<file path="src/design/pdp_regs.svh">
/*
 register offsets, field positions, reset values and mode codes for the port direction and pull-up block.
 assumes a byte-addressed avalon-mm slave with 32-bit data.
*/
`ifndef PDP_REGS_SVH
`define PDP_REGS_SVH

// ----------------------------------------------------------------
// offsets (byte addresses)
// ----------------------------------------------------------------
`define PDP_OFS_DIR      4'h0
`define PDP_OFS_PUE      4'h4
`define PDP_OFS_CTRL     4'h8
`define PDP_OFS_STAT     4'hC

// ----------------------------------------------------------------
// field positions and reset values
// ----------------------------------------------------------------
`define PDP_PIN3         3
`define PDP_XTAL_LO      4
`define PDP_XTAL_HI      5
`define PDP_CTRL_GPU     0
`define PDP_DIR_RST      6'h3F
`define PDP_PUE_RST      6'h3F
`define PDP_GPU_RST      1'h0

// ----------------------------------------------------------------
// oscillator mode codes
// ----------------------------------------------------------------
`define PDP_OSC_LP       3'h0
`define PDP_OSC_XT       3'h1
`define PDP_OSC_HS       3'h2

`endif

</file>
<file path="src/design/pdp_pkg.sv">
/*
 types for the port direction and pull-up block.
 assumes pdp_regs.svh supplies the numeric constants.
*/
package pdp_pkg;

   typedef enum logic [1:0] {
      PDP_IDLE,
      PDP_ANSWER
   } pdp_bus_e;

   typedef struct packed {
      logic [5:0] dir;
      logic [5:0] pue;
   } pdp_pins_s;

endpackage : pdp_pkg

</file>
<file path="src/design/pdp_pin_cell.sv">
/*
 one pin's effective output-enable and weak pull-up.
 assumes all inputs are synchronous to the system clock.
*/
`timescale 1ns/1ps

module pdp_pin_cell (
   // stored control
   input  wire logic dir_bit,
   input  wire logic pue_bit,
   // global conditions
   input  wire logic global_pullup_enable,
   input  wire logic force_input,
   input  wire logic force_pullup,
   // effective pin control
   output logic      out_en,
   output logic      pullup_on
);

   logic is_input;

   assign is_input = dir_bit | force_input;
   assign out_en   = ~is_input;

   // global, individual and input direction, or master clear
   // output direction kills the individual pull-up, which global gates; force_pullup bypasses both
   assign pullup_on = (global_pullup_enable & pue_bit & is_input) | force_pullup;

endmodule : pdp_pin_cell

</file>
<file path="src/design/pdp_port_ctrl.sv">
/*
 direction and weak pull-up control of a six-pin general-purpose port, with an avalon-mm register slave.
 assumes the oscillator mode and master-clear configuration are static straps synchronous to SYS_CLK.
*/
// The register addresses and register access over Avalon-MM are this design's own decisions.
`timescale 1ns/1ps
`include "pdp_regs.svh"

// Contract
// - direction bit one makes the pin a tri-stated input, zero drives it.
// - bits seven and six of both registers read zero.
// - direction bit three always reads one; pin three is input only.
// - in crystal modes direction bits five and four read one.
// - each pull-up enable bit switches its pin's weak pull-up.
// - a pin set as output has its weak pull-up switched off.
// - pull-ups other than the master-clear one need the global enable, which is off after reset.
// - master-clear configuration forces pin three's weak pull-up on.
// - in crystal modes pull-up bits five and four read one.
module pdp_port_ctrl #(
   parameter int PINS = 6
) (
   // clock and reset
   input  wire logic        SYS_CLK,
   input  wire logic        RSTN,
   // avalon-mm slave
   input  wire logic [3:0]  AVS_ADDRESS,
   input  wire logic        AVS_READ,
   input  wire logic        AVS_WRITE,
   input  wire logic [31:0] AVS_WRITEDATA,
   input  wire logic [3:0]  AVS_BYTEENABLE,
   output logic      [31:0] AVS_READDATA,
   output logic             AVS_WAITREQUEST,
   output logic      [1:0]  AVS_RESPONSE,
   // configuration straps
   input  wire logic [2:0]  OSC_MODE,
   input  wire logic        EXTERNAL_MASTER_CLEAR_MODE,
   // pin control
   output logic [PINS-1:0]  PIN_OE,
   output logic [PINS-1:0]  PIN_PULLUP
);

   // ----------------------------------------------------------------
   // stored state
   // ----------------------------------------------------------------
   logic [5:0]        port_direction_bits;
   logic [5:0]        pullup_enable_bits;
   logic              global_pullup_enable;
   pdp_pkg::pdp_bus_e bus_state;
   logic              crystal_mode;
   logic [5:0]        dir_view;
   logic [5:0]        pue_view;
   logic [PINS-1:0]   next_oe;
   logic [PINS-1:0]   next_pu;
   logic [31:0]       next_rdata;
   logic              unmapped;
   logic              wr_take;
   pdp_pkg::pdp_pins_s view;

   assign crystal_mode = (OSC_MODE == `PDP_OSC_LP) | (OSC_MODE == `PDP_OSC_XT) | (OSC_MODE == `PDP_OSC_HS);

   // ----------------------------------------------------------------
   // readback views
   // ----------------------------------------------------------------
   always_comb begin
      dir_view = port_direction_bits;
      pue_view = pullup_enable_bits;
      dir_view[`PDP_PIN3] = 1'b1;
      if (crystal_mode) begin
         dir_view[`PDP_XTAL_HI:`PDP_XTAL_LO] = 2'h3;
      end
      if (crystal_mode) begin
         pue_view[`PDP_XTAL_HI:`PDP_XTAL_LO] = 2'h3;
      end
   end

   assign view.dir = dir_view;
   assign view.pue = pue_view;

   // ----------------------------------------------------------------
   // bus slave: one wait cycle, then answer
   // ----------------------------------------------------------------
   assign wr_take  = AVS_WRITE & (bus_state == pdp_pkg::PDP_ANSWER);
   assign unmapped = (AVS_ADDRESS != `PDP_OFS_DIR) & (AVS_ADDRESS != `PDP_OFS_PUE)
                   & (AVS_ADDRESS != `PDP_OFS_CTRL) & (AVS_ADDRESS != `PDP_OFS_STAT);

   always_ff @(posedge SYS_CLK or negedge RSTN) begin
      if (!RSTN) begin
         bus_state <= pdp_pkg::PDP_IDLE;
      end else begin
         case (bus_state)
            pdp_pkg::PDP_IDLE: begin
               if (AVS_READ | AVS_WRITE) begin
                  bus_state <= pdp_pkg::PDP_ANSWER;
               end
            end
            default: begin
               bus_state <= pdp_pkg::PDP_IDLE;
            end
         endcase
      end
   end

   always_ff @(posedge SYS_CLK or negedge RSTN) begin
      if (!RSTN) begin
         AVS_WAITREQUEST <= 1'b1;
      end else begin
         AVS_WAITREQUEST <= ~((bus_state == pdp_pkg::PDP_IDLE) & (AVS_READ | AVS_WRITE));
      end
   end

   always_comb begin
      next_rdata = 32'h0000_0000;
      if (AVS_ADDRESS == `PDP_OFS_DIR) begin
         next_rdata[5:0] = view.dir;
      end else if (AVS_ADDRESS == `PDP_OFS_PUE) begin
         next_rdata[5:0] = view.pue;
      end else if (AVS_ADDRESS == `PDP_OFS_CTRL) begin
         next_rdata[`PDP_CTRL_GPU] = global_pullup_enable;
      end else if (AVS_ADDRESS == `PDP_OFS_STAT) begin
         next_rdata[PINS-1:0]           = PIN_PULLUP;
         next_rdata[8+PINS-1:8]         = PIN_OE;
         next_rdata[16]                 = crystal_mode;
         next_rdata[17]                 = EXTERNAL_MASTER_CLEAR_MODE;
      end
   end

   always_ff @(posedge SYS_CLK or negedge RSTN) begin
      if (!RSTN) begin
         AVS_READDATA <= 32'h0000_0000;
         AVS_RESPONSE <= 2'h0;
      end else if ((bus_state == pdp_pkg::PDP_IDLE) & (AVS_READ | AVS_WRITE)) begin
         AVS_READDATA <= AVS_READ ? next_rdata : 32'h0000_0000;
         AVS_RESPONSE <= unmapped ? 2'h2 : 2'h0;
      end
   end

   // ----------------------------------------------------------------
   // register writes
   // ----------------------------------------------------------------
   // direction storage, reset to all inputs
   always_ff @(posedge SYS_CLK or negedge RSTN) begin
      if (!RSTN) begin
         port_direction_bits <= `PDP_DIR_RST;
      end else if (wr_take & AVS_BYTEENABLE[0] & (AVS_ADDRESS == `PDP_OFS_DIR)) begin
         port_direction_bits <= AVS_WRITEDATA[5:0];
      end
   end

   always_ff @(posedge SYS_CLK or negedge RSTN) begin
      if (!RSTN) begin
         pullup_enable_bits <= `PDP_PUE_RST;
      end else if (wr_take & AVS_BYTEENABLE[0] & (AVS_ADDRESS == `PDP_OFS_PUE)) begin
         pullup_enable_bits <= AVS_WRITEDATA[5:0];
      end
   end

   always_ff @(posedge SYS_CLK or negedge RSTN) begin
      if (!RSTN) begin
         global_pullup_enable <= `PDP_GPU_RST;
      end else if (wr_take & AVS_BYTEENABLE[0] & (AVS_ADDRESS == `PDP_OFS_CTRL)) begin
         global_pullup_enable <= AVS_WRITEDATA[`PDP_CTRL_GPU];
      end
   end

   // ----------------------------------------------------------------
   // per-pin control
   // ----------------------------------------------------------------
   genvar g;
   generate
      for (g = 0; g < PINS; g++) begin : g_pin
         logic f_in;
         logic f_pu;
         // forced bits override stored values for the pins
         assign f_in = (g == `PDP_PIN3) | (crystal_mode & ((g == `PDP_XTAL_LO) | (g == `PDP_XTAL_HI)));
         // master clear forces pin three pull-up
         assign f_pu = (g == `PDP_PIN3) & EXTERNAL_MASTER_CLEAR_MODE;
         pdp_pin_cell u_cell (
            .dir_bit              (port_direction_bits[g]),
            .pue_bit              (pullup_enable_bits[g]),
            .global_pullup_enable (global_pullup_enable),
            .force_input          (f_in),
            .force_pullup         (f_pu),
            .out_en               (next_oe[g]),
            .pullup_on            (next_pu[g])
         );
      end
   endgenerate

   // registered pin outputs: one cycle behind the stored state
   always_ff @(posedge SYS_CLK or negedge RSTN) begin
      if (!RSTN) begin
         PIN_OE     <= '0;
         PIN_PULLUP <= '0;
      end else begin
         PIN_OE     <= next_oe;
         PIN_PULLUP <= next_pu;
      end
   end

   // ----------------------------------------------------------------
   // checks
   // ----------------------------------------------------------------
   a_pin3_never_out: assert property (@(posedge SYS_CLK) disable iff (!RSTN)
      !PIN_OE[`PDP_PIN3]) else $error("pin three driven");

   a_dir_drives: assert property (@(posedge SYS_CLK) disable iff (!RSTN)
      PIN_OE[0] == !$past(port_direction_bits[0])) else $error("pin zero enable wrong");

   a_upper_zero: assert property (@(posedge SYS_CLK) disable iff (!RSTN)
      (!AVS_WAITREQUEST && $past(AVS_READ) && ($past(AVS_ADDRESS) == `PDP_OFS_DIR
       || $past(AVS_ADDRESS) == `PDP_OFS_PUE)) |-> (AVS_READDATA[31:6] == 26'h0)) else $error("upper bits set");

   a_dir3_reads_one: assert property (@(posedge SYS_CLK) disable iff (!RSTN)
      (!AVS_WAITREQUEST && $past(AVS_READ) && $past(AVS_ADDRESS) == `PDP_OFS_DIR) |->
      AVS_READDATA[`PDP_PIN3]) else $error("direction bit three reads zero");

   a_xtal_dir_one: assert property (@(posedge SYS_CLK) disable iff (!RSTN)
      (!AVS_WAITREQUEST && $past(AVS_READ) && $past(AVS_ADDRESS) == `PDP_OFS_DIR && $past(crystal_mode)) |->
      (AVS_READDATA[5:4] == 2'h3)) else $error("crystal direction bits not one");

   a_pullup_off_out: assert property (@(posedge SYS_CLK) disable iff (!RSTN)
      PIN_OE[0] |-> !PIN_PULLUP[0]) else $error("pull-up on driven pin");

   a_global_gate: assert property (@(posedge SYS_CLK) disable iff (!RSTN)
      (!$past(global_pullup_enable) && !$past(EXTERNAL_MASTER_CLEAR_MODE)) |-> (PIN_PULLUP == '0)) else $error("pull-up without global");

   a_pullup_follow: assert property (@(posedge SYS_CLK) disable iff (!RSTN)
      ($past(global_pullup_enable) && $past(port_direction_bits[1])) |->
      (PIN_PULLUP[1] == $past(pullup_enable_bits[1]))) else $error("pull-up one mismatch");

   a_external_master_clear_pullup: assert property (@(posedge SYS_CLK) disable iff (!RSTN)
      ($past(EXTERNAL_MASTER_CLEAR_MODE) && $past(RSTN)) |-> PIN_PULLUP[`PDP_PIN3]) else $error("master clear pull-up missing");

   a_xtal_pue_one: assert property (@(posedge SYS_CLK) disable iff (!RSTN)
      (!AVS_WAITREQUEST && $past(AVS_READ) && $past(AVS_ADDRESS) == `PDP_OFS_PUE && $past(crystal_mode)) |->
      (AVS_READDATA[5:4] == 2'h3)) else $error("crystal pull-up bits not one");

   a_xtal_pins_in: assert property (@(posedge SYS_CLK) disable iff (!RSTN)
      $past(crystal_mode) |-> (PIN_OE[5:4] == 2'h0)) else $error("crystal pin driven");

endmodule : pdp_port_ctrl

</file>
<file path="config.mk">
export PLATFORM = sky130hd
export DESIGN_NAME = pdp_port_ctrl
export DESIGN_NICKNAME = d
export VERILOG_FILES = /design/src/design/pdp_pkg.sv /design/src/design/pdp_pin_cell.sv /design/src/design/pdp_port_ctrl.sv
export VERILOG_INCLUDE_DIRS = /design/src /design/src/design
export SDC_FILE = /design/constraint.sdc
export NUM_CORES = 1
export LEC_CHECK = 0
export CORE_ASPECT_RATIO = 0.6
export CORE_UTILIZATION = 40
export DETAILED_ROUTE_END_ITERATION = 16
export DONT_BUFFER_PORTS = 1
export GPL_ROUTABILITY_DRIVEN = 0
export HOLD_SLACK_MARGIN = 0.06
export PLACE_DENSITY = 0.59
export SLEW_MARGIN = 0
export SYNTH_ARGS = -nofsm -noshare
export SYNTH_HDL_FRONTEND = slang
export SYNTH_SLANG_ARGS = --single-unit
</file>
<file path="constraint.sdc">
create_clock -name SYS_CLK -period 1.6 [get_ports SYS_CLK]
set_clock_uncertainty 0.15 [all_clocks]
set_input_delay 0.16 -clock SYS_CLK [delete_from_list [all_inputs] [get_ports SYS_CLK]]
set_output_delay 0.16 -clock SYS_CLK [all_outputs]
set_load 0.02 [all_outputs]
</file>
# Yosys cells after proc, flatten, opt, wreduce, memory -nomap -nowiden
# Cells that the tools add are included.
# word_totals
register_bits,61
input_bits,48
out_inout_bits,47
# classes
eq_ne,10
muxes,19
bitwise_logic,32
n_reduce_logical,4
# ops
operator,count
$mux W6,7
$and A1 B1 Y1,20
$mux W18,1
$mux W2,9
$eq A4 B4 Y1 const B,2
$ne A4 B4 Y1 const B,2
$not A1 Y1,6
$or A1 B1 Y1,6
$mux W5,1
$eq A4 B3 Y1 const B,1
$logic_not A4 Y1,1
$ne A4 B3 Y1 const B,1
$reduce_bool A4 Y1,1
$eq A3 B1 Y1 const B,1
$eq A3 B2 Y1 const B,1
$logic_not A3 Y1,1
$eq A2 B1 Y1 const B,1
$logic_not A2 Y1,1
$ne A2 B2 Y1 const B,1
$mux W1,1

# Depth between registers and ports, before layout
# Gate-level depths: netlist (run 1).
# logic_depth
ltp_word,8
depth_mapped,4
depth_no_buf,3

# By module
# A second synthesis (run 1) with hierarchy kept.
# unflattened
hier_cells,150
area_unflattened_um2,1935.6
# by_module_without_submodules
module,instances,cells_per_inst,area_each_um2,seq_area_each_um2
pdp_port_ctrl,1,132,1830.5,1067.3
pdp_pin_cell,6,3,17.5,0.0

# Worst setup path before layout (run 1)
# No wires, ideal clock.
# synth_timing
kind,register -> register
startpoint,reg port_direction_bits[0]
endpoint,reg AVS_READDATA[0]
setup_time_ns,0.121
arrival_ns,1.333
t_required_ns,1.329
setup_slack_ns,-0.004
path_stages_with_launch,4
path_buffers,0
synth_period_minus_slack_ns,1.604
cell_sequence,dfstp_2 or3_1 mux4_2 a22o_1
# synth_via
elab_chain_len,2
# synth_lines
item,line,source
start: declaration,pdp_port_ctrl.sv:45,logic [5:0] port_direction_bits;
start signal: assignment,pdp_port_ctrl.sv:143,port_direction_bits <= `PDP_DIR_RST;
start signal: assignment,pdp_port_ctrl.sv:145,port_direction_bits <= AVS_WRITEDATA[5:0];
$mux W6,pdp_port_ctrl.sv:113,if (AVS_ADDRESS == `PDP_OFS_DIR) begin
$mux W18,pdp_port_ctrl.sv:132,AVS_READDATA <= AVS_READ ? next_rdata : 32'h0000_0000;
end signal: assignment,pdp_port_ctrl.sv:132,
end: declaration,pdp_port_ctrl.sv:31,"output logic [31:0] AVS_READDATA,"
# Every way passes these cells.
# A chain may end at the register's enable or synchronous reset.

# Worst setup path after layout (run 1)
# Same ends and word-level chain as after synthesis.

==> results of run 1 <==
layer usage:
layer  vias up  part of all wire, %  track usage, %  routed length [µm]
met2        49                   45            27.4                1560
met5         -                    0               0                   0
li1        490                    -               -                   -
met4         0                  1.0            6.01                  36
met3         4                  8.5            4.68                 293
met1       529                   45            22.1                1570
sequential cells by signal, summed over array words and instances, names as in the netlist:
register,count
PIN_OE,5
AVS_READDATA,13
global_pullup_enable,1
bus_state,1
pullup_enable_bits,6
port_direction_bits,5
AVS_WAITREQUEST,1
AVS_RESPONSE,1
PIN_PULLUP,6
stage by stage:
step           instance area [µm²]  TNS, ns  power (mW)
6_report                      2070        0        2.31
5_1_grt                       2070  -0.0104        2.43
4_1_cts                       2070        0        2.34
3_5_place_dp                  1770   -0.127        1.45
3_3_place_gp                  1770  -0.0171        1.44
2_1_floorplan                 1820        0        1.41
area by class of cell:
type	count	area, µm²	area share, %
tap	60	75.1	3.63
clock buffer	6	82.6	3.99
multi-input combinational	89	649	31.4
inverter	5	18.8	0.907
timing repair buffer	21	218	10.5
sequential	39	991	47.9
clock inverter	2	35.0	1.69
repair_timing:
item | CTS | global route
pin swaps | 2 | 1
endpoints found under the hold margin | 62 | 12
gates cloned | 0 | 0
setup endpoints to repair | 12 | 10
gates resized for setup | 2 | 2
power by group:
group | switching [mW] | internal (mW) | total (mW)
registers | 0.122 | 1.10 | 1.22
clock network | 0.316 | 0.504 | 0.821
logic | 0.147 | 0.118 | 0.265
cells by family after synthesis:
| group | Yosys count | share of synthesized area, % |
|---|---|---|
| muxes | 15 | 10.3 |
| buffers and inverters | 30 | 11.1 |
| DFF | 39 | 56.9 |
| and+or+nand+nor | 31 | 11.3 |
| AOI/OAI and AO/OA | 22 | 10.1 |
| other | 1 | 0.215 |
Yosys cell counts, drive strengths merged:
master   number  area, µm²
o21ai         2       10.0
a221o         1       10.0
a22o          8       70.1
o21bai        1       7.51
mux2         14        158
nand2b        3       18.8
dfstp        12        315
nand3         2       10.0
buf          23        168
and4bb        1       16.3
a21bo         1       10.0
o311ai        1       8.76
a21boi        2       15.0
o31ai         2       15.0
clkbuf        2       7.51
dfrtp        27        676
mux4          1       22.5
and3          4       25.0
nor4b         1       23.8
nand2         8       30.0
inv           5       18.8
o221ai        1       8.76
nor4          2       12.5
nand4b        2       23.8
a21oi         1       5.00
conb          1       3.75
nor2          5       18.8
a2111oi       1       8.76
or3           1       6.26
a21o          1       7.51
or2           1       6.26
nor3          1       5.00
worst max path at each step:
stage | end | cells past startpoint | start | slack, ns
after detailed placement | AVS_READDATA[0]$_DFFE_PN0P_ | 3 | port_direction_bits[0]$_DFFE_PN1P_ | -0.03
final | AVS_READDATA[0]$_DFFE_PN0P_ | 3 | port_direction_bits[0]$_DFFE_PN1P_ | 0.02
after global placement | AVS_READDATA[0]$_DFFE_PN0P_ | 3 | port_direction_bits[0]$_DFFE_PN1P_ | -0.02
after global routing | AVS_READDATA[0]$_DFFE_PN0P_ | 3 | port_direction_bits[0]$_DFFE_PN1P_ | -0.01
after floorplan | AVS_READDATA[0]$_DFFE_PN0P_ | 3 | port_direction_bits[0]$_DFFE_PN1P_ | 0.01
after CTS | AVS_READDATA[0]$_DFFE_PN0P_ | 3 | port_direction_bits[0]$_DFFE_PN1P_ | 0.005
==> tab_implementation.tex, run 1 <==
\begin{tabular}{lr}
\hline
Metric & Value \\
\hline
\multicolumn{2}{l}{\textbf{STA}} \\
Tightest hold margin & -0.0627 ns \\
Clock period minus worst slack & $\sim$1.6 ns \\
RSZ-0062 raised after global routing & true \\
Slew Viols, Final & 0 \\
Post-route setup slack & approximately 0.017 ns \\
Portion of the clock cycle consumed by the worst path in the final layout & 98.9\% \\
F\_max & 632 MHz \\
Final number of setup-violating endpoints & 0 \\
Count of final hold-check violations & 2 \\
\multicolumn{2}{l}{\textbf{Detailed routing}} \\
Antenna Violating Nets Remaining & 0 \\
Average wire per cell in the routed design & around 16 µm \\
Total Wirelength & 3460 µm \\
Number of DRC markers after the initial detailed-route iteration & between 70 and 80 \\
DR pass1 iterations & 4 \\
Number of design rule violations left after detail routing & 0 \\
Total via count after detailed routing & $\sim$1100 \\
Drt via density & just under 5 \\
\multicolumn{2}{l}{\textbf{Clock tree}} \\
Clock root buffer & sky130\_fd\_sc\_hd\_\_clkbuf\_8 \\
CTS tree & built \\
Number of H-tree levels & 2 \\
CTS Sinks & 39 \\
Post-CTS Setup Repair Bufs & 0 \\
Clock-pin slew on the worst setup and hold paths & 0.07 ns \\
Number of clock buffers inserted by TritonCTS & 5 \\
Hold-fix buffer count after cts & 15 \\
Latest clock arrival within the worst-skew pair & 0.28 ns \\
Number of buffers between clock root and the deepest sink & 2 \\
\multicolumn{2}{l}{\textbf{Critical path}} \\
Cell family with most CP delay & multiplexers \\
Cells along the critical path & or3\_1 > mux4\_2 > a22o\_1 \\
Longest individual stage delay on the worst path & 0.47 ns \\
Start-to-end type of the worst setup path & reg2reg \\
Depth of the most critical reg-to-reg path & 3 \\
Critical Path Fanout Max & 2 \\
Buffer and inverter count on the worst path & 0 \\
Crit path DAT & between 1.5 and 2 ns \\
R2R Path Start & port\_direction\_bits[0]\$\_DFFE\_PN1P\_ \\
Endpoint type of the worst setup path & flop \\
R2R Path End & AVS\_READDATA[0]\$\_DFFE\_PN0P\_ \\
Critical Path Start Type & flop \\
Critical path required time & $\sim$1.6 ns \\
Max stage delay cell, worst path & sky130\_fd\_sc\_hd\_\_mux4\_2 \\
Register-to-register path setup slack & between 0.015 and 0.02 ns \\
\multicolumn{2}{l}{\textbf{Layout}} \\
End-of-flow core utilization & 49.9\% \\
Count of filler cells inserted in the layout & around 370 \\
Leading cell type in the layout, fill and taps excluded & sky130\_fd\_sc\_hd\_\_dfrtp\_1 \\
Number of nets in the layout & 209 \\
Final Non-Filler Cells & $\sim$220 \\
Fraction of final layout cells sized beyond drive strength 1 & 22.8\% \\
Area grow syn2layout & 18.8\% \\
N\_diodes & 0 \\
Commonest cells after routing, fill and taps aside & sky130\_fd\_sc\_hd\_\_dfrtp\_1 (27), sky130\_fd\_sc\_hd\_\_conb\_1 (21), sky130\_fd\_sc\_hd\_\_dlygate4sd3\_1 (14) \\
\multicolumn{2}{l}{\textbf{Power and ir drop}} \\
IR drop worst, VDD & around 0.61 mV \\
Static leakage power & 0.960 nW \\
Power density of the placed cells & $\sim$1100 mW/mm² \\
\multicolumn{2}{l}{\textbf{Placement}} \\
Placed Instances & 199 \\
Post-Place Worst Slack & -0.0304 ns \\
\# port buffers & 0 \\
Half-perimeter wire length of the detailed placement result & 2570 µm \\
\multicolumn{2}{l}{\textbf{Die}} \\
Die X & between 80 and 90 µm \\
Row Count & 18 \\
Core box area & about 0.0041 mm² \\
Effective utilization at floorplan & $\sim$42\% \\
Die boundary height & between 50 and 60 µm \\
Die Footprint & roughly 0.0046 mm² \\
Top-Level Pins & 95 \\
\multicolumn{2}{l}{\textbf{Run status}} \\
Violations in the final reports & hold timing \\
Run status & complete, but fails checks \\
\multicolumn{2}{l}{\textbf{Global routing}} \\
Number of global-route vias before repair & between 1000 and 1500 \\
Global router's overall resource usage & roughly 17\% \\
Initial antenna violation count & 0 \\
Wire length of the first global-routing pass & between 5000 and 6000 µm \\
Total grt overflow & 0 \\
Pin count of the biggest net entering global routing & 40 \\
\multicolumn{2}{l}{\textbf{Min path}} \\
Worst Min Path Start & AVS\_ADDRESS[2] \\
Hold path depth & 2 \\
Worst Hold Path EP & AVS\_READDATA[4]\$\_DFFE\_PN0P\_ \\
Min-Delay Path Class & in2reg \\
\multicolumn{2}{l}{\textbf{Synthesis}} \\
Cells after Synth & approximately 140 \\
Portion of the post-synthesis area used by sequential elements & 56.9\% \\
Area of the mapped netlist & between 0.0015 and 0.002 mm² \\
Mean cell area of the mapped netlist & around 13 µm² \\
Syn. warnings & 0 \\
Number of distinct library cells after synthesis & 35 \\
Yosys reg bits & 39 \\
\multicolumn{2}{l}{\textbf{Run}} \\
Count of maximum capacitance violations & 0 \\
\hline
\end{tabular}
No activity file was read; power rests on OpenSTA's default activity.
==> run 2: changes to the inputs <==
- SETUP_SLACK_MARGIN: not set -> 0.5
==> run 2 against run 1 <==
- the flow still finishes with violations (hold timing)
- register-to-register slack about the same
- worst hold slack worse by 0.52 ns
- clock power up 2.6%
- sequential share of layout area down 1.4 points
- core utilization up 1.9 points
- global-route usage up 0.45 points
- via count up 0.28%
- wire length up 3.8%
- sequential power about the same
- non-clock buffer count down 3
==> tab_implementation.tex, run 2 (synthesis results as in run 1) <==
\begin{tabular}{lr}
\hline
Metric & Value \\
\hline
\multicolumn{2}{l}{\textbf{Run status}} \\
Run status & complete, but fails checks \\
Violations in the final reports & hold timing \\
\multicolumn{2}{l}{\textbf{Layout}} \\
Final Non-Filler Cells & about 220 \\
Register bank with the most flops & AVS\_READDATA \\
Fraction of final layout cells sized beyond drive strength 1 & around two fifths \\
Largest registers & AVS\_READDATA x13, PIN\_PULLUP x6, pullup\_enable\_bits x6 \\
N\_diodes & 0 \\
Commonest cells after routing, fill and taps aside & sky130\_fd\_sc\_hd\_\_dfrtp\_1 (21), sky130\_fd\_sc\_hd\_\_conb\_1 (21), sky130\_fd\_sc\_hd\_\_mux2\_4 (13) \\
Count of filler cells inserted in the layout & between 300 and 400 \\
Area grow syn2layout & 23.4\% \\
Number of nets in the layout & around 200 \\
Flip-flop count of the largest register after layout & 13 \\
\multicolumn{2}{l}{\textbf{STA}} \\
Portion of the clock cycle consumed by the worst path in the final layout & 98.1\% \\
RSZ-0062 raised after global routing & true \\
Count of final hold-check violations & 43 \\
Tightest hold margin & -0.587 ns \\
F\_max & around 640 MHz \\
Slew Limit Headroom & approximately 61\% \\
Slew Viols, Final & 0 \\
Final number of setup-violating endpoints & 0 \\
Clock period minus worst slack & approximately 1.6 ns \\
Worst slew pin tran & about 0.59 ns \\
\multicolumn{2}{l}{\textbf{Die}} \\
Top-Level Pins & 95 \\
Die boundary height & 53.1 µm \\
Effective utilization at floorplan & a little over two fifths \\
Row Count & 18 \\
Die Footprint & approximately 0.0046 mm² \\
Die X & around 87 µm \\
Core box area & just over 0.004 mm² \\
\multicolumn{2}{l}{\textbf{Clock tree}} \\
Number of clock buffers inserted by TritonCTS & 5 \\
Number of H-tree levels & 2 \\
CTS Sinks & 39 \\
Clock-pin slew on the worst setup and hold paths & approximately 0.070 ns \\
Latest clock arrival within the worst-skew pair & between 0.2 and 0.3 ns \\
Clock root buffer & sky130\_fd\_sc\_hd\_\_clkbuf\_8 \\
Hold-fix buffer count after cts & 8 \\
Number of buffers between clock root and the deepest sink & 2 \\
CTS tree & built \\
\multicolumn{2}{l}{\textbf{Global routing}} \\
Initial antenna violation count & 0 \\
Number of global-route vias before repair & 1077 \\
Wire length of the first global-routing pass & about 5800 µm \\
Total grt overflow & 0 \\
Global router's overall resource usage & between 10\% and 20\% \\
Pin count of the biggest net entering global routing & 40 \\
\multicolumn{2}{l}{\textbf{Critical path}} \\
Critical path required time & roughly 1.6 ns \\
Start-to-end type of the worst setup path & reg2reg \\
Critical Path Start Type & flop \\
Endpoint type of the worst setup path & flop \\
Crit path DAT & about 1.6 ns \\
Critical Path Fanout Max & 2 \\
\multicolumn{2}{l}{\textbf{Placement}} \\
\# port buffers & 0 \\
Placed Instances & roughly 200 \\
Half-perimeter wire length of the detailed placement result & around 2500 µm \\
\multicolumn{2}{l}{\textbf{Power and ir drop}} \\
Power density of the placed cells & 1100 mW/mm² \\
IR drop worst, VDD & around 0.7 mV \\
Design Power & $\sim$2.4 mW \\
Static leakage power & 0.990 nW \\
\multicolumn{2}{l}{\textbf{Detailed routing}} \\
Number of design rule violations left after detail routing & 0 \\
Total Wirelength & 3600 µm \\
Total via count after detailed routing & roughly 1100 \\
Drt via density & between 4 and 5 \\
Antenna Violating Nets Remaining & 0 \\
Average wire per cell in the routed design & 16.4 µm \\
Number of DRC markers after the initial detailed-route iteration & between 40 and 50 \\
DR pass1 iterations & 4 \\
\multicolumn{2}{l}{\textbf{Run}} \\
Count of maximum capacitance violations & 0 \\
\multicolumn{2}{l}{\textbf{Min path}} \\
Min-Delay Path Class & in2async \\
\hline
\end{tabular}
==> run 2: area by class of cell <==
cell class | count | area (µm²) | share of cell area [%]
clock buffers | 6 | 82.6 | 3.84
clock inverters | 2 | 35.0 | 1.63
inverters | 5 | 18.8 | 0.873
multi-input cells | 89 | 763 | 35.5
flip-flops and latches | 39 | 998 | 46.4
well taps | 60 | 75.1 | 3.49
repair buffers | 18 | 176 | 8.21
==> run 2: what timing repair did <==
item                                    4_1_cts  5_1_grt
cloned                                        0        0
resized for setup                             9       18
buffers inserted                              4        1
endpoints found under the hold margin        64       54
pin swaps                                     6        6
endpoints found under the setup margin       28       36
==> run 2: path summary, 6_finish.rpt <==
check | slack [ns] | end | startpoint | cells after the start
min in group SYS_CLK | -0.09 | AVS_READDATA[4]$_DFFE_PN0P_ | AVS_ADDRESS[2] | 2
setup reg to reg | 0.03 | AVS_READDATA[0]$_DFFE_PN0P_ | port_direction_bits[0]$_DFFE_PN1P_ | 3
setup / recovery | 0.03 | AVS_READDATA[0]$_DFFE_PN0P_ | port_direction_bits[0]$_DFFE_PN1P_ | 3
hold / removal | -0.59 | PIN_PULLUP[0]$_DFF_PN0_ | RSTN | 0
max in group asynchronous | 1.71 | AVS_WAITREQUEST$_DFF_PN1_ | RSTN | 0
hold reg to reg | 0.33 | PIN_OE[1]$_DFF_PN0_ | port_direction_bits[1]$_DFFE_PN1P_ | 1
==> run 2: per-stage QoR <==
stage,TNS [ns],area (µm²),hold WS (ns),setup slack (ns),utilization [%]
after global routing,-0.00272,2150,-0.611,-0.00272,51.9
after detailed placement,0,1820,-0.285,0.0497,44.0
final,0,2150,-0.587,0.0297,51.9
after CTS,0,2090,-0.597,0.0330,50.3
after floorplan,0,1900,-0.286,0.0741,-
after global placement,0,1820,-0.285,0.0451,44.0
==> run 2: power breakdown <==
group          internal [mW]  leakage, nW  switching (mW)
combinational          0.151        0.464           0.142
sequential              1.10        0.465           0.120
clock                  0.505       0.0612           0.337
total                   1.76        0.990           0.599
==> run 2: metal layers <==
layer  track usage (%)  vias to the layer above  routed length, µm
li1                  -                      484                  -
met1              23.4                      527               1690
met2              25.3                       60               1500
met3              7.49                        4                378
met4              5.46                        0                 24
met5                 0                        -                  0
==> run 2: worst max-delay path: stages, from the launching register on <==
cell	delay, ns
sky130_fd_sc_hd__dfstp_2	0.37
sky130_fd_sc_hd__or3_1	0.30
sky130_fd_sc_hd__mux4_2	0.45
sky130_fd_sc_hd__a22o_1	0.19
==> run 3: changes to the inputs <==
- CORE_MARGIN: not set -> 10
==> run 3 against run 2 <==
- the flow still finishes with violations (hold timing)
- die area up 62%
- global-route usage down 6.6 points
- cell count up 0.46%
- fmax up 1.0%
- flip-flop and latch count unchanged
- largest power group unchanged
- first-iteration DRC count up 71%
- combinational power up 4%
- total power down 6.8%
- worst hold slack worse by 0.0075 ns
- critical path depth unchanged
- clock-buffer cell count unchanged
- non-clock buffer count up 2
==> tab_implementation.tex, run 3 (synthesis results as in run 1) <==
\begin{tabular}{lr}
\hline
Metric & Value \\
\hline
\multicolumn{2}{l}{\textbf{STA}} \\
Final number of setup-violating endpoints & 0 \\
Tightest hold margin & -0.595 ns \\
Slew Viols, Final & 0 \\
Worst slew pin tran & 0.649 ns \\
Post-route setup slack & between 0.04 and 0.05 ns \\
F\_max & about 640 MHz \\
Count of final hold-check violations & 44 \\
Slew Limit Headroom & 56.7\% \\
RSZ-0062 raised after global routing & true \\
Portion of the clock cycle consumed by the worst path in the final layout & 97.1\% \\
Fin Setup TNS & 0 ns \\
Clock period minus worst slack & 1.55 ns \\
\multicolumn{2}{l}{\textbf{Layout}} \\
Largest registers & AVS\_READDATA x13, PIN\_PULLUP x6, pullup\_enable\_bits x6 \\
Post-route cell area & 0.00215 mm² \\
Number of nets in the layout & roughly 210 \\
Flip-flop count of the largest register after layout & 13 \\
Leading cell type in the layout, fill and taps excluded & sky130\_fd\_sc\_hd\_\_conb\_1 \\
N\_diodes & 0 \\
Area grow syn2layout & 23.7\% \\
Fraction of final layout cells sized beyond drive strength 1 & between 40 and 50\% \\
Register bank with the most flops & AVS\_READDATA \\
Commonest cells after routing, fill and taps aside & sky130\_fd\_sc\_hd\_\_conb\_1 (21), sky130\_fd\_sc\_hd\_\_dfrtp\_1 (15), sky130\_fd\_sc\_hd\_\_dfrtp\_2 (12), sky130\_fd\_sc\_hd\_\_dfstp\_2 (12), sky130\_fd\_sc\_hd\_\_mux2\_4 (12) \\
Final Non-Filler Cells & 220 \\
\multicolumn{2}{l}{\textbf{Clock tree}} \\
Clock-pin slew on the worst setup and hold paths & 0.07 ns \\
Clock root buffer & sky130\_fd\_sc\_hd\_\_clkbuf\_8 \\
CTS tree & built \\
Number of clock buffers inserted by TritonCTS & 5 \\
Hold-fix buffer count after cts & 7 \\
Number of H-tree levels & 2 \\
Number of buffers between clock root and the deepest sink & 2 \\
Latest clock arrival within the worst-skew pair & just under 0.3 ns \\
CTS Sinks & 39 \\
\multicolumn{2}{l}{\textbf{Die}} \\
Effective utilization at floorplan & 42.0\% \\
Top-Level Pins & 95 \\
Die Footprint & approximately 0.0075 mm² \\
Core box area & 0.00414 mm² \\
Row Count & 18 \\
Die X & between 100 and 150 µm \\
Die boundary height & 71.1 µm \\
\multicolumn{2}{l}{\textbf{Placement}} \\
\# port buffers & 0 \\
Post-detailed-placement cell area & 0.00182 mm² \\
Post-Place Worst Slack & between 0.04 and 0.05 ns \\
Placed Instances & roughly 200 \\
Half-perimeter wire length of the detailed placement result & between 3000 and 4000 µm \\
\multicolumn{2}{l}{\textbf{Detailed routing}} \\
DR pass1 iterations & 4 \\
Number of DRC markers after the initial detailed-route iteration & 82 \\
Drt via density & 5.04 \\
Antenna Violating Nets Remaining & 0 \\
Total via count after detailed routing & around 1100 \\
Number of design rule violations left after detail routing & 0 \\
Average wire per cell in the routed design & approximately 19 µm \\
Total Wirelength & between 4000 and 5000 µm \\
\multicolumn{2}{l}{\textbf{Critical path}} \\
Critical Path Fanout Max & 2 \\
R2R Path Start & port\_direction\_bits[0]\$\_DFFE\_PN1P\_ \\
Max stage delay cell, worst path & sky130\_fd\_sc\_hd\_\_mux4\_2 \\
Endpoint type of the worst setup path & flop \\
Longest individual stage delay on the worst path & 0.45 ns \\
Crit path DAT & $\sim$1.6 ns \\
Register-to-register path setup slack & between 0.04 and 0.05 ns \\
Critical path required time & approximately 1.6 ns \\
Critical Path Start Type & flop \\
First element of the critical path & port\_direction\_bits[0]\$\_DFFE\_PN1P\_ \\
Buffer and inverter count on the worst path & 0 \\
Cells along the critical path & or3\_1 > mux4\_2 > a22o\_1 \\
Start-to-end type of the worst setup path & reg2reg \\
Cell family with most CP delay & multiplexers \\
\multicolumn{2}{l}{\textbf{Power and ir drop}} \\
Design Power & roughly 2.2 mW \\
Power density of the placed cells & 1020 mW/mm² \\
IR drop worst, VDD & $\sim$0.46 mV \\
Static leakage power & between 0.9 and 1 nW \\
\multicolumn{2}{l}{\textbf{Global routing}} \\
Number of global-route vias before repair & about 1100 \\
Initial antenna violation count & 0 \\
Global router's overall resource usage & 10.9\% \\
Pin count of the biggest net entering global routing & 40 \\
Total grt overflow & 0 \\
Wire length of the first global-routing pass & between 6000 and 7000 µm \\
\multicolumn{2}{l}{\textbf{Run status}} \\
Violations in the final reports & hold timing \\
Run status & complete, but fails checks \\
\multicolumn{2}{l}{\textbf{Run}} \\
Count of maximum capacitance violations & 0 \\
\multicolumn{2}{l}{\textbf{Min path}} \\
Min-Delay Path Class & in2async \\
\hline
\end{tabular}
-- run 3: worst paths after layout --
path | end | cells past startpoint
max reg2reg | AVS_READDATA[0]$_DFFE_PN0P_ | 3
max in group asynchronous | AVS_WAITREQUEST$_DFF_PN1_ | 0
min | AVS_READDATA[0]$_DFFE_PN0P_ | 0
max | AVS_READDATA[0]$_DFFE_PN0P_ | 3
min reg2reg | PIN_OE[1]$_DFF_PN0_ | 1
min in group SYS_CLK | AVS_READDATA[5]$_DFFE_PN0P_ | 2
-- run 3: final cells by class --
| type | instances | area [µm²] |
|---|---|---|
| fill | 367 | 1990 |
| sequential | 39 | 1010 |
| multi-input combinational | 89 | 773 |
| timing repair buffer | 20 | 194 |
| clock buffer | 6 | 82.6 |
| tap | 60 | 75.1 |
| inverter | 5 | 18.8 |
| clock inverter | 1 | 5.00 |
-- run 3: stage by stage --
stage | hold slack (ns) | utilization (%)
2_1_floorplan | -0.286 | -
3_3_place_gp | -0.285 | 44.0
3_5_place_dp | -0.285 | 44.0
4_1_cts | -0.602 | 49.7
5_1_grt | -0.615 | 52.0
6_report | -0.595 | 52.0
-- run 3: timing repair --
item                                    in CTS  in global routing
gates cloned                                 0                  0
resized for setup                            9                 24
pin swaps                                    6                  6
buffers inserted                             5                  3
endpoints found under the setup margin      29                 49
endpoints found under the hold margin       62                 53
-- run 3: routing by layer --
layer	GRT usage, %	routed length, µm	share of wire (%)	vias up
li1	-	-	-	488
met1	14.9	1880	44	553
met2	14.7	1840	43	61
met3	4.52	463	11	7
met4	4.09	57	1.3	0
met5	0	0	0	-
-- run 3: where the power goes --
group | total, mW | switching, mW | leakage [nW] | internal (mW)
clock | 0.663 | 0.325 | 0.0470 | 0.338
combinational | 0.306 | 0.151 | 0.468 | 0.155
sequential | 1.23 | 0.123 | 0.456 | 1.11
total | 2.20 | 0.599 | 0.971 | 1.60
